===== config.mk =====
export PLATFORM = sky130hd
export DESIGN_NAME = fmcc_top
export DESIGN_NICKNAME = d
export VERILOG_FILES = /design/src/common/fmcc_pkg.sv /design/src/rtl/fmcc_top.sv
export SDC_FILE = /design/constraint.sdc
export NUM_CORES = 1
export LEC_CHECK = 0
export BUFFER_PORTS_ARGS = -buffer_cell sky130_fd_sc_hd__buf_2
export CORE_MARGIN = 2
export CORE_UTILIZATION = 50
export DETAILED_ROUTE_END_ITERATION = 12
export PLACE_DENSITY_LB_ADDON = 0.1
export SYNTH_ARGS = -nofsm -noshare
export SYNTH_HDL_FRONTEND = slang
export SYNTH_SLANG_ARGS = --single-unit

===== constraint.sdc =====
create_clock -name aclk -period 2.7 [get_ports aclk]
set_input_delay 0.405 -clock aclk [delete_from_list [all_inputs] [get_ports aclk]]
set_output_delay 0.405 -clock aclk [all_outputs]
set_load 0.005 [all_outputs]

===== src/common/fmcc_pkg.sv =====
// Package for the floppy mode command configuration block.
// Assumes one 250 MHz clock domain and an AXI4-Lite register bus.
package fmcc_pkg;
  // ********************************************************
  // Register byte addresses
  // ********************************************************
  localparam logic [7:0] OFF_CMD = 8'h00;
  localparam logic [7:0] OFF_RESULT = 8'h04;
  localparam logic [7:0] OFF_CFG0 = 8'h08;
  localparam logic [7:0] OFF_CFG1 = 8'h0C;
  localparam logic [7:0] OFF_CTRL = 8'h10;
  localparam logic [7:0] OFF_STATUS = 8'h14;
  localparam logic [7:0] OFF_DERIVED = 8'h18;
  // ********************************************************
  // Opcodes and result codes
  // ********************************************************
  localparam logic [7:0] OP_MODE = 8'h01;
  localparam logic [7:0] OP_IDENTIFY = 8'h18;
  localparam logic [7:0] ST0_INVALID = 8'h80;
  // Identification nibbles, arbitrary values
  localparam logic [3:0] ID_UPPER = 4'h5;
  localparam logic [3:0] ID_VERSION = 4'h1;
  // ********************************************************
  // Reset values
  // ********************************************************
  localparam logic [3:0] SETTLE_RESET = 4'h8;
  localparam logic [1:0] DENS_RESET = 2'h3;
  // Recalibrate limits
  localparam logic [11:0] RECAL_85 = 12'h055;
  localparam logic [11:0] RECAL_255 = 12'h0FF;
  localparam logic [11:0] RECAL_3925 = 12'hF55;
  localparam logic [11:0] RECAL_4095 = 12'hFFF;
  // Data rate codes
  localparam logic [1:0] RATE_500K = 2'h0;
  localparam logic [1:0] RATE_300K = 2'h1;
  localparam logic [1:0] RATE_250K = 2'h2;
  localparam logic [1:0] RATE_TOP = 2'h3;
  // Settle units in microseconds, per rate
  localparam logic [15:0] SETTLE_US_250 = 16'h1F40;
  localparam logic [15:0] SETTLE_US_300 = 16'h1A0A;
  localparam logic [15:0] SETTLE_US_500 = 16'h0FA0;
  localparam logic [15:0] SETTLE_US_TOP = 16'h07D0;
  localparam logic [15:0] LOWPWR_MS_500 = 16'h0200;
  localparam logic [15:0] LOWPWR_MS_250 = 16'h03E8;
  localparam logic [1:0] LP_OFF = 2'h0;
  localparam logic [1:0] LP_AUTO = 2'h1;
  localparam logic [1:0] LP_NOW = 2'h2;

  typedef enum logic [2:0] {
    FMCC_IDLE = 3'b000,
    FMCC_PARAM = 3'b001,
    FMCC_RESULT = 3'b010
  } fmcc_phase_e;

  typedef struct packed {
    logic motor_timer_select;
    logic index_field_omit;
    logic implied_seek_honour;
    logic [1:0] low_power_select;
    logic extended_track_range;
    logic fifo_write_disable;
    logic fifo_read_disable;
    logic burst_disable;
    logic recal_limit_select;
    logic [1:0] density_select;
    logic output_drive_type;
    logic scan_wildcard_disable;
    logic [3:0] settle_count;
    logic read_gate_diag;
    logic pump_output_diag;
  } fmcc_opts_s;
endpackage


===== src/rtl/fmcc_top.sv =====
// Mode command interpreter and identification query with AXI4-Lite access.
// Assumes a host writes command bytes to CMD and reads result bytes from RESULT;
// the lock, FIFO enable, data rate and tape setup come from neighbour logic.
//
// Decided for this implementation: the address map and register access over AXI4-Lite.
`timescale 1ns/1ps
`default_nettype none
// How it works
// - Mode opcode plus four bytes updates options; no disk action, no result bytes.
// - Motor timer select picks timer definition one (0, default) or two (1).
// - Index field omit 1 formats without index field; 0 includes it.
// - Implied seek honour gates per-command seek bit; global enable still applies.
// - Low power 00 off, 01 auto after delay, 10 immediately, 11 unused.
// - Extended track range gives 12-bit tracks, upper nibble in head byte.
// - FIFO write disable bypasses FIFO for host writes only when FIFO enabled.
// - FIFO read disable bypasses FIFO for host reads only when FIFO enabled.
// - Software reset defaults FIFO write, read, burst disables only when unlocked.
// - Burst disable with FIFO on strobes request line once per byte.
// - Recalibrate limit 85 or 255, or 3925 or 4095 with extended range.
// - Default density output follows drive type input and selected data rate.
// - Density field: 00 low, 01 high, 10 undefined, 11 default behaviour.
// - Output drive type 1 gives open-drain outputs, 0 gives push-pull.
// - Scan wildcard disable 0 lets FFh always match; 1 compares normally.
// - Head settle count (default 8) times rate unit sets settle wait.
// - Read gate diag turns disk change input into external read gate.
// - Pump diag routes internal serial data-in onto encoded write output.
// - Identify query returns one byte; low nibble holds the version.
// - Top data rate code means 1 Mbps when tape setup bit 1 is 0.
// - Top data rate code means 2 Mbps when tape setup bit 1 is 1.
module fmcc_top import fmcc_pkg::*; #(
  parameter int RECAL_W = 12
) (
  // Clock and reset
  input wire logic aclk,
  input wire logic aresetn,
  // AXI4-Lite write
  input wire logic [7:0] s_axi_awaddr,
  input wire logic s_axi_awvalid,
  output logic s_axi_awready,
  input wire logic [31:0] s_axi_wdata,
  input wire logic [3:0] s_axi_wstrb,
  input wire logic s_axi_wvalid,
  output logic s_axi_wready,
  output logic [1:0] s_axi_bresp,
  output logic s_axi_bvalid,
  input wire logic s_axi_bready,
  // AXI4-Lite read
  input wire logic [7:0] s_axi_araddr,
  input wire logic s_axi_arvalid,
  output logic s_axi_arready,
  output logic [31:0] s_axi_rdata,
  output logic [1:0] s_axi_rresp,
  output logic s_axi_rvalid,
  input wire logic s_axi_rready,
  // Neighbour controller state, same clock
  input wire logic soft_reset,
  input wire logic param_lock,
  input wire logic fifo_enable,
  input wire logic global_implied_seek,
  input wire logic cmd_implied_seek,
  input wire logic [1:0] data_rate,
  input wire logic [1:0] tape_setup,
  input wire logic head_unload_expired,
  input wire logic xfer_byte,
  // Pins from outside
  input wire logic drive_type_in,
  input wire logic disk_change_input,
  // Pins and derived controls
  output logic density_select_out,
  output logic output_open_drain,
  output logic disk_change_sense,
  output logic ext_read_gate,
  output logic encoded_write_sel_pump,
  output logic seek_before_cmd,
  output logic fifo_write_path,
  output logic fifo_read_path,
  output logic request_strobe,
  output logic low_power_now,
  output logic [RECAL_W-1:0] recal_limit,
  output logic [15:0] settle_unit_us,
  output logic top_rate_2m,
  output fmcc_opts_s opts
);
  // ********************************************************
  // Pin synchronisers
  // ********************************************************
  logic [1:0] ident_sync;
  logic [1:0] disk_change_input_sync;
  always_ff @(posedge aclk) begin
    ident_sync <= {ident_sync[0], drive_type_in};
    disk_change_input_sync <= {disk_change_input_sync[0], disk_change_input};
  end
  wire ident_q = ident_sync[1];
  wire disk_change_input_q = disk_change_input_sync[1];

  // ********************************************************
  // AXI4-Lite slave
  // ********************************************************
  logic aw_held, w_held;
  logic [7:0] aw_addr;
  logic [31:0] w_data;
  logic [3:0] w_strb;
  wire do_write = aw_held && w_held && !s_axi_bvalid;
  wire wr_cmd = do_write && aw_addr == OFF_CMD && w_strb[0];
  wire wr_ctrl = do_write && aw_addr == OFF_CTRL && w_strb[0];
  wire wr_known = aw_addr == OFF_CMD || aw_addr == OFF_CTRL;
  assign s_axi_awready = !aw_held;
  assign s_axi_wready = !w_held;
  always_ff @(posedge aclk) begin
    if (!aresetn) begin
      aw_held <= 1'b0;
      w_held <= 1'b0;
      aw_addr <= 8'h00;
      w_data <= 32'h0;
      w_strb <= 4'h0;
      s_axi_bvalid <= 1'b0;
      s_axi_bresp <= 2'b00;
    end else begin
      if (s_axi_awvalid && !aw_held) begin
        aw_held <= 1'b1;
        aw_addr <= s_axi_awaddr;
      end
      if (s_axi_wvalid && !w_held) begin
        w_held <= 1'b1;
        w_data <= s_axi_wdata;
        w_strb <= s_axi_wstrb;
      end
      if (do_write) begin
        aw_held <= 1'b0;
        w_held <= 1'b0;
        s_axi_bvalid <= 1'b1;
        s_axi_bresp <= wr_known ? 2'b00 : 2'b10;
      end else if (s_axi_bready) begin
        s_axi_bvalid <= 1'b0;
      end
    end
  end

  // ********************************************************
  // Command interpreter
  // ********************************************************
  fmcc_phase_e phase;
  logic [1:0] byte_idx;
  logic [7:0] result_byte;
  logic [7:0] p1, p2, p3;
  fmcc_opts_s next_opts;
  logic hw_start;
  wire [7:0] cmd_byte = w_data[7:0];
  wire rd_result = s_axi_arvalid && s_axi_arready && s_axi_araddr == OFF_RESULT
                   && phase == FMCC_RESULT;
  wire last_param = wr_cmd && phase == FMCC_PARAM && byte_idx == 2'd3;

  // Assemble the full option word from the four parameter bytes
  always_comb begin
    next_opts = opts;
    next_opts.motor_timer_select = p1[7];
    next_opts.index_field_omit = p1[6];
    next_opts.implied_seek_honour = p1[5];
    next_opts.low_power_select = p1[3:2];
    next_opts.extended_track_range = p1[0];
    next_opts.fifo_write_disable = p2[7];
    next_opts.fifo_read_disable = p2[6];
    next_opts.burst_disable = p2[5];
    next_opts.recal_limit_select = p2[4];
    next_opts.density_select = p3[7:6];
    next_opts.output_drive_type = p3[5];
    next_opts.scan_wildcard_disable = p3[4];
    next_opts.settle_count = p3[3:0];
    next_opts.read_gate_diag = w_data[0];
    next_opts.pump_output_diag = w_data[2];
  end

  always_ff @(posedge aclk) begin
    if (!aresetn) begin
      phase <= FMCC_IDLE;
      byte_idx <= 2'd0;
      result_byte <= 8'h00;
      p1 <= 8'h00;
      p2 <= 8'h00;
      p3 <= 8'h00;
    end else if (soft_reset) begin
      phase <= FMCC_IDLE;
      byte_idx <= 2'd0;
    end else begin
      unique case (phase)
        FMCC_IDLE: begin
          if (wr_cmd) begin
            if (cmd_byte == OP_MODE) begin
              phase <= FMCC_PARAM;
              byte_idx <= 2'd0;
            end else if (cmd_byte == OP_IDENTIFY) begin
              result_byte <= {ID_UPPER, ID_VERSION};
              phase <= FMCC_RESULT;
            end else begin
              result_byte <= ST0_INVALID;
              phase <= FMCC_RESULT;
            end
          end
        end
        FMCC_PARAM: begin
          if (wr_cmd) begin
            byte_idx <= byte_idx + 2'd1;
            if (byte_idx == 2'd0) p1 <= w_data[7:0];
            if (byte_idx == 2'd1) p2 <= w_data[7:0];
            if (byte_idx == 2'd2) p3 <= w_data[7:0];
            // Mode ends straight back in idle, no result phase
            if (byte_idx == 2'd3) phase <= FMCC_IDLE;
          end
        end
        FMCC_RESULT: begin
          if (rd_result) phase <= FMCC_IDLE;
        end
        default: phase <= FMCC_IDLE;
      endcase
    end
  end

  // Option register: hardware reset to defaults, soft reset by lock
  always_ff @(posedge aclk) begin
    if (!aresetn) begin
      opts <= '0;
      opts.settle_count <= SETTLE_RESET;
      opts.density_select <= DENS_RESET;
    end else if (last_param) begin
      opts <= next_opts;
    end else if (soft_reset) begin
      opts.motor_timer_select <= 1'b0;
      opts.index_field_omit <= 1'b0;
      opts.implied_seek_honour <= 1'b0;
      opts.low_power_select <= LP_OFF;
      opts.extended_track_range <= 1'b0;
      opts.recal_limit_select <= 1'b0;
      if (!param_lock) begin
        opts.fifo_write_disable <= 1'b0;
        opts.fifo_read_disable <= 1'b0;
        opts.burst_disable <= 1'b0;
      end
    end
  end
  wire unused_ok = hw_start;
  assign hw_start = 1'b0;

  // ********************************************************
  // Derived controls
  // ********************************************************
  wire fast_rate = data_rate == RATE_500K || data_rate == RATE_TOP;
  wire [1:0] lp_code = opts.low_power_select;
  logic [RECAL_W-1:0] next_recal;
  logic [15:0] next_unit;
  logic next_dens;
  always_comb begin
    unique case ({opts.extended_track_range, opts.recal_limit_select})
      2'b00: next_recal = RECAL_85[RECAL_W-1:0];
      2'b01: next_recal = RECAL_255[RECAL_W-1:0];
      2'b10: next_recal = RECAL_3925[RECAL_W-1:0];
      default: next_recal = RECAL_4095[RECAL_W-1:0];
    endcase
    unique case (data_rate)
      RATE_250K: next_unit = SETTLE_US_250;
      RATE_300K: next_unit = SETTLE_US_300;
      RATE_500K: next_unit = SETTLE_US_500;
      default: next_unit = SETTLE_US_TOP;
    endcase
    unique case (opts.density_select)
      2'b00: next_dens = 1'b0;
      2'b01: next_dens = 1'b1;
      2'b10: next_dens = 1'b0;
      default: next_dens = ident_q ? fast_rate : !fast_rate;
    endcase
  end

  always_ff @(posedge aclk) begin
    if (!aresetn) begin
      recal_limit <= '0;
      settle_unit_us <= 16'h0;
      density_select_out <= 1'b0;
      low_power_now <= 1'b0;
      top_rate_2m <= 1'b0;
    end else begin
      recal_limit <= next_recal;
      settle_unit_us <= next_unit;
      density_select_out <= next_dens;
      top_rate_2m <= tape_setup[1];
      // Auto entry uses a neighbour timer flag; codes 00 and 11 stay awake
      low_power_now <= lp_code == LP_NOW || (lp_code == LP_AUTO && head_unload_expired);
    end
  end

  assign output_open_drain = opts.output_drive_type;
  assign ext_read_gate = opts.read_gate_diag & disk_change_input_q;
  assign disk_change_sense = !opts.read_gate_diag & disk_change_input_q;
  assign encoded_write_sel_pump = opts.pump_output_diag;
  assign seek_before_cmd = global_implied_seek
                           | (opts.implied_seek_honour & cmd_implied_seek);
  assign fifo_write_path = fifo_enable & !opts.fifo_write_disable;
  assign fifo_read_path = fifo_enable & !opts.fifo_read_disable;
  // Per-byte strobe only in non-burst FIFO mode
  assign request_strobe = fifo_enable & opts.burst_disable & xfer_byte;

  // ********************************************************
  // AXI4-Lite read path
  // ********************************************************
  logic [31:0] next_rdata;
  logic rd_ok;
  assign s_axi_arready = !s_axi_rvalid;
  always_comb begin
    rd_ok = 1'b1;
    unique case (s_axi_araddr)
      OFF_RESULT: next_rdata = {24'h0, result_byte};
      OFF_CFG0: next_rdata = {24'h0, opts.motor_timer_select, opts.index_field_omit,
                              opts.implied_seek_honour, 1'b0, opts.low_power_select,
                              1'b1, opts.extended_track_range};
      OFF_CFG1: next_rdata = {16'h0, opts.density_select, opts.output_drive_type,
                              opts.scan_wildcard_disable, opts.settle_count,
                              opts.fifo_write_disable, opts.fifo_read_disable,
                              opts.burst_disable, opts.recal_limit_select, 4'h0};
      OFF_CTRL: next_rdata = {29'h0, opts.pump_output_diag, 1'b0, opts.read_gate_diag};
      OFF_STATUS: next_rdata = {27'h0, top_rate_2m, low_power_now,
                                phase == FMCC_RESULT, phase == FMCC_PARAM, unused_ok};
      OFF_DERIVED: next_rdata = {settle_unit_us, 4'h0, recal_limit};
      default: begin
        next_rdata = 32'h0;
        rd_ok = 1'b0;
      end
    endcase
  end
  always_ff @(posedge aclk) begin
    if (!aresetn) begin
      s_axi_rvalid <= 1'b0;
      s_axi_rdata <= 32'h0;
      s_axi_rresp <= 2'b00;
    end else if (s_axi_arvalid && s_axi_arready) begin
      s_axi_rvalid <= 1'b1;
      s_axi_rdata <= next_rdata;
      s_axi_rresp <= rd_ok ? 2'b00 : 2'b10;
    end else if (s_axi_rready) begin
      s_axi_rvalid <= 1'b0;
    end
  end

  // Writes to CTRL are acknowledged but leave the diagnostic bits unchanged
  wire unused_ctrl = wr_ctrl;
endmodule
`default_nettype wire


# --- Word-level counts from Yosys, hierarchy flattened ---
# Index checks and enable logic that the tools add are counted.
classes:
  n_addsub: 1
  n_mul: 0
  div: 0
  magnitude_cmp: 0
  eq_ne: 29
  shift: 0
  n_mux: 26
  bitwise: 11
  reduce_logical: 44
op_table:
  columns: ["cell", "count"]
  rows:
  - ["$pmux 32 s6", 1]
  - ["$eq 8x5->1 const B", 5]
  - ["$pmux 13 s3", 1]
  - ["$pmux 12 s3", 1]
  - ["$reduce_and 4->1", 6]
  - ["$mux 10", 2]
  - ["$eq 8x4->1 const B", 2]
  - ["$mux 3", 5]
  - ["$eq 2x2->1 const B", 7]
  - ["$logic_and 1x1->1", 12]
  - ["$mux 2", 6]
  - ["$eq 2x1->1 const B", 5]
  - ["$ne 2x2->1 const B", 5]
  - ["$pmux 3 s3", 1]
  - ["$eq 8x1->1 const B", 1]
  - ["$eq 8x3->1 const B", 1]
  - ["$logic_not 1->1", 8]
  - ["$logic_not 2->1", 4]
  - ["$logic_not 8->1", 1]
  - ["$mux 8", 1]
  - ["$reduce_bool 2->1", 4]
  - ["$and 1x1->1", 7]
  - ["$mux 1", 6]
  - ["$reduce_or 2->1", 3]
  - ["12 further kinds", 16]
totals:
  ff_bits: 149
  latchBits: 0
  ramBits: 0
  rom_bits: 0
  in_bits: 72
  output_inout_bits: 100
  n_memories: 0

# --- Logic depth before layout (Yosys ltp) ---
logic_depth:
  depth_word: 8
  mapped_depth: 6

# --- Worst setup path before layout ---
# No wires, ideal clock.
synth_timing:
  path_kind: "register -> register"
  from: "reg aw_addr[3]"
  to: "reg p1[0]"
  setup_ns: 0.072
  t_arrival_ns: 1.864
  setup_slack_ns: 0.764
  path_stages_with_launch: 6
  path_buffers: 1
  period_less_slack_ns: 1.936
  cell_sequence: "dfxtp_1 > or4_4 > or3_2 > buf_6 > nor2_4 > mux2i_1"
synth_between:
  elab_chain_cells: 4
synth_rtl:
  columns: ["element", "line", "source"]
  rows:
  - ["from (decl)", "fmcc_top.sv:100", "logic [7:0] aw_addr;"]
  - ["from (signal assigned)", "fmcc_top.sv:121", "aw_addr <= s_axi_awaddr;"]
  - ["$logic_not 8->1", "fmcc_top.sv:104", "wire wr_cmd = do_write && aw_addr == OFF_CMD && w_strb[0];"]
  - ["$logic_and 1x1->1 (2 in series)", "fmcc_top.sv:104", null]
  - ["$reduce_and 4->1 (no source line)", null, null]
  - ["to (signal assigned)", "fmcc_top.sv:203", "if (byte_idx == 2'd0) p1 <= w_data[7:0];"]
  - ["to (decl)", "fmcc_top.sv:145", "logic [7:0] p1, p2, p3;"]
# No other way between the ends.
# A chain may end at the register's enable or synchronous reset.

# --- Worst setup path in the final report ---
layout_timing:
  from: "reg aw_addr[3]"
  to: "reg p1[2]"
# Same word-level chain as after synthesis.

==> run summary <==
Syn avg cell area - 9.52 um^2
Clk slew on worst S/H paths - 0.11 ns
CTS Hold Buffers Added - 0
Sequential area share after synthesis - 0.459
Slew @ Worst Pin - 0.940 ns
Worst path cell trace - or4_4 > or3_2 > nor2_4 > mux2i_1
Clk buf depth - 2
Synth area leaders - dfxtp_1, mux2i_1, nand2_1
Worst Path Required - 3.01 ns
CP max FO - 6
Worst EP arrival - 2.42 ns
Yosys top cell area share - 0.459
Initial antenna violation count - 0
Die Y - 102 um
Setup violators final - 0
Final Critical Period - 2.11 ns
Ports - 172
Grt ovf - 0
Leakage - 2.49 nW
Clk sink count - 110
Worst Skew - 0.00835 ns
Area of the core - 0.00928 mm^2
Synth cell types - 48
CTS resizes - 0
Startpoint types - register
Sequential power share - 0.554
Area growth syn-to-layout - 16.7%
Max cap viols - 0
Initial drt markers - 113
Crit-path slowest cell - or3_2
YS warnings - 0
First-pass GRT wire length - 16.1 mm
Seq cells post-synth - 110
Dpl hpwl - 7.50 mm
Fill cell count - 836
Die area - 0.0104 mm^2
Routed WL - 10.1 mm
DRT antenna net count - 0
CTS tree - yes
Layer carrying the most global-route usage - met2
Predominant post-synthesis flop cell - dfxtp_1
Tightest Hold Check Type - in -> reg
Internal Power - 2.30 mW
Critical path's top delay family - simple AND/OR/NAND/NOR gates
Mapped cell area - 0.00480 mm^2
TritonRoute pass-1 iters - 4
# rows - 35
Post-CTS Setup Bufs - 0
Post-synth EDFFs - 0
Met2 usage - 0.324
Pins Over Slew Limit - 0
PD cells - 543 mW/mm^2
Post-route DRC - 0
Final Hold Viols - 0
RSZ-0062 raised after global routing - no
Met3 usage in global routing - 0.0390
Max VDD drop - 0.332 mV
Crit Path Class - reg -> reg
Fin Setup TNS - 0 ns
Comb power frac - 0.076
# diodes - 0
Routed WL per cell - 13.7 um
Total CTS buffers - 9
Vias in the first global route - 3327
Worst Setup End Kind - register
Commonest non-fill, non-tap cell in the layout - buf_2
Final core occ - 0.603
Vias per inst - 5.03
Worst path max stage delay - 0.65 ns
Largest net degree at the start of global routing - 86
Die W - 102 um
Share of flip-flops with an asynchronous set or reset - 0
Mapped Cells - 504
Post-synth top area cell - dfxtp_1
PortBufs - 131
H-tree depth - 3
Clock power frac - 0.370
Bufs and invs on worst path - 0
F_max - 473 MHz
GPL Wtd Cong - 0.800
Clock latency on the worst-skew pair - 0.37 ns
Sw frac - 0.244
Root Buffer Master - clkbuf_8
Nets@finish - 688
GRT Overall Usage - 0.195
Vias - 3725
Commonest cells after routing, fill and taps aside - buf_2, dfxtp_1, nand2_1, mux2i_1, nor2b_1
Initial core utilization - 0.517
Met1 usage - 0.260
Fin crit share - 0.783
Share of cells above drive strength 1 - 0.266
Psw - 0.740 mW
Outcome - completed
Slew margin rel. - 0.372
## path summary, 6_finish.rpt
path | to | depth (start not counted) | slack [ns] | startpoint
setup / recovery | p1[2] | 4 | 0.59 | aw_addr[3]
hold / removal | ident_sync[0] | 1 | 0.14 | drive_type_in
setup reg to reg | p1[2] | 4 | 0.59 | aw_addr[3]
hold reg to reg | ident_sync[1] | 0 | 0.34 | ident_sync[0]
## Yosys cell counts (11+ instances only)
master / n
nand2_1: 69
nor2b_1: 35
a21oi_1: 13
clkbuf_1: 23
nand3b_1: 12
buf_4: 29
a22oi_1: 15
a21boi_0: 13
inv_1: 12
nor2_1: 11
o21ai_0: 15
mux2i_1: 49
dfxtp_1: 110
## flip-flops by register name (all words and copies together) (netlist names), 3 cells and up
name / count
aw_addr: 8
opts: 16
p1: 6
p2: 4
p3: 8
recal_limit: 3
s_axi_rdata: 25
settle_unit_us: 8
w_data: 8
## power by group through the flow
stage	sequential (mW)	combinational [mW]	clock, mW
floorplan	1.72	0.165	0
global placement	1.72	0.229	0
detailed placement	1.72	0.233	0
CTS	1.68	0.234	1.15
global route	1.69	0.262	1.22
finish	1.68	0.232	1.12
## layout make-up
type                       instances  area, um^2  area share
inverter                          12        45.0     0.00804
multi-input combinational        339        2260       0.404
clock inverter                     7         105      0.0188
clock buffer                       9         124      0.0221
sequential                       110        2200       0.393
tap                              129         161      0.0288
timing repair buffer             135         698       0.125
## logic make-up after synthesis
logic type	after synthesis	synth area share
other	1	0.000782
buffers and inverters	66	0.0775
multiplexers	51	0.107
AO/OA/AOI/OAI	72	0.101
flip-flops	110	0.459
adder cells (fa/ha/maj)	9	0.0235
XOR/XNOR	1	0.00183
AND/OR/NAND/NOR	194	0.230
## per-layer routing
layer  share of wire  vias up
li1                -     1906
met1            0.47     1714
met2            0.47       96
met3           0.047        9
met4          0.0097        0
met5               0        -
## metrics by stage
stage	setup WS (ns)	area, um^2	std cells	power [mW]	hold WS [ns]
CTS	0.574	5600	741	3.07	0.122
finish	0.587	5600	741	3.04	0.138
detailed placement	0.611	5370	725	1.96	0.319
global placement	0.618	5370	725	1.95	0.310
floorplan	0.764	4840	515	1.88	0.310
global route	0.492	5600	741	3.17	0.115
Note: power is estimated with default switching activity, not from simulation.
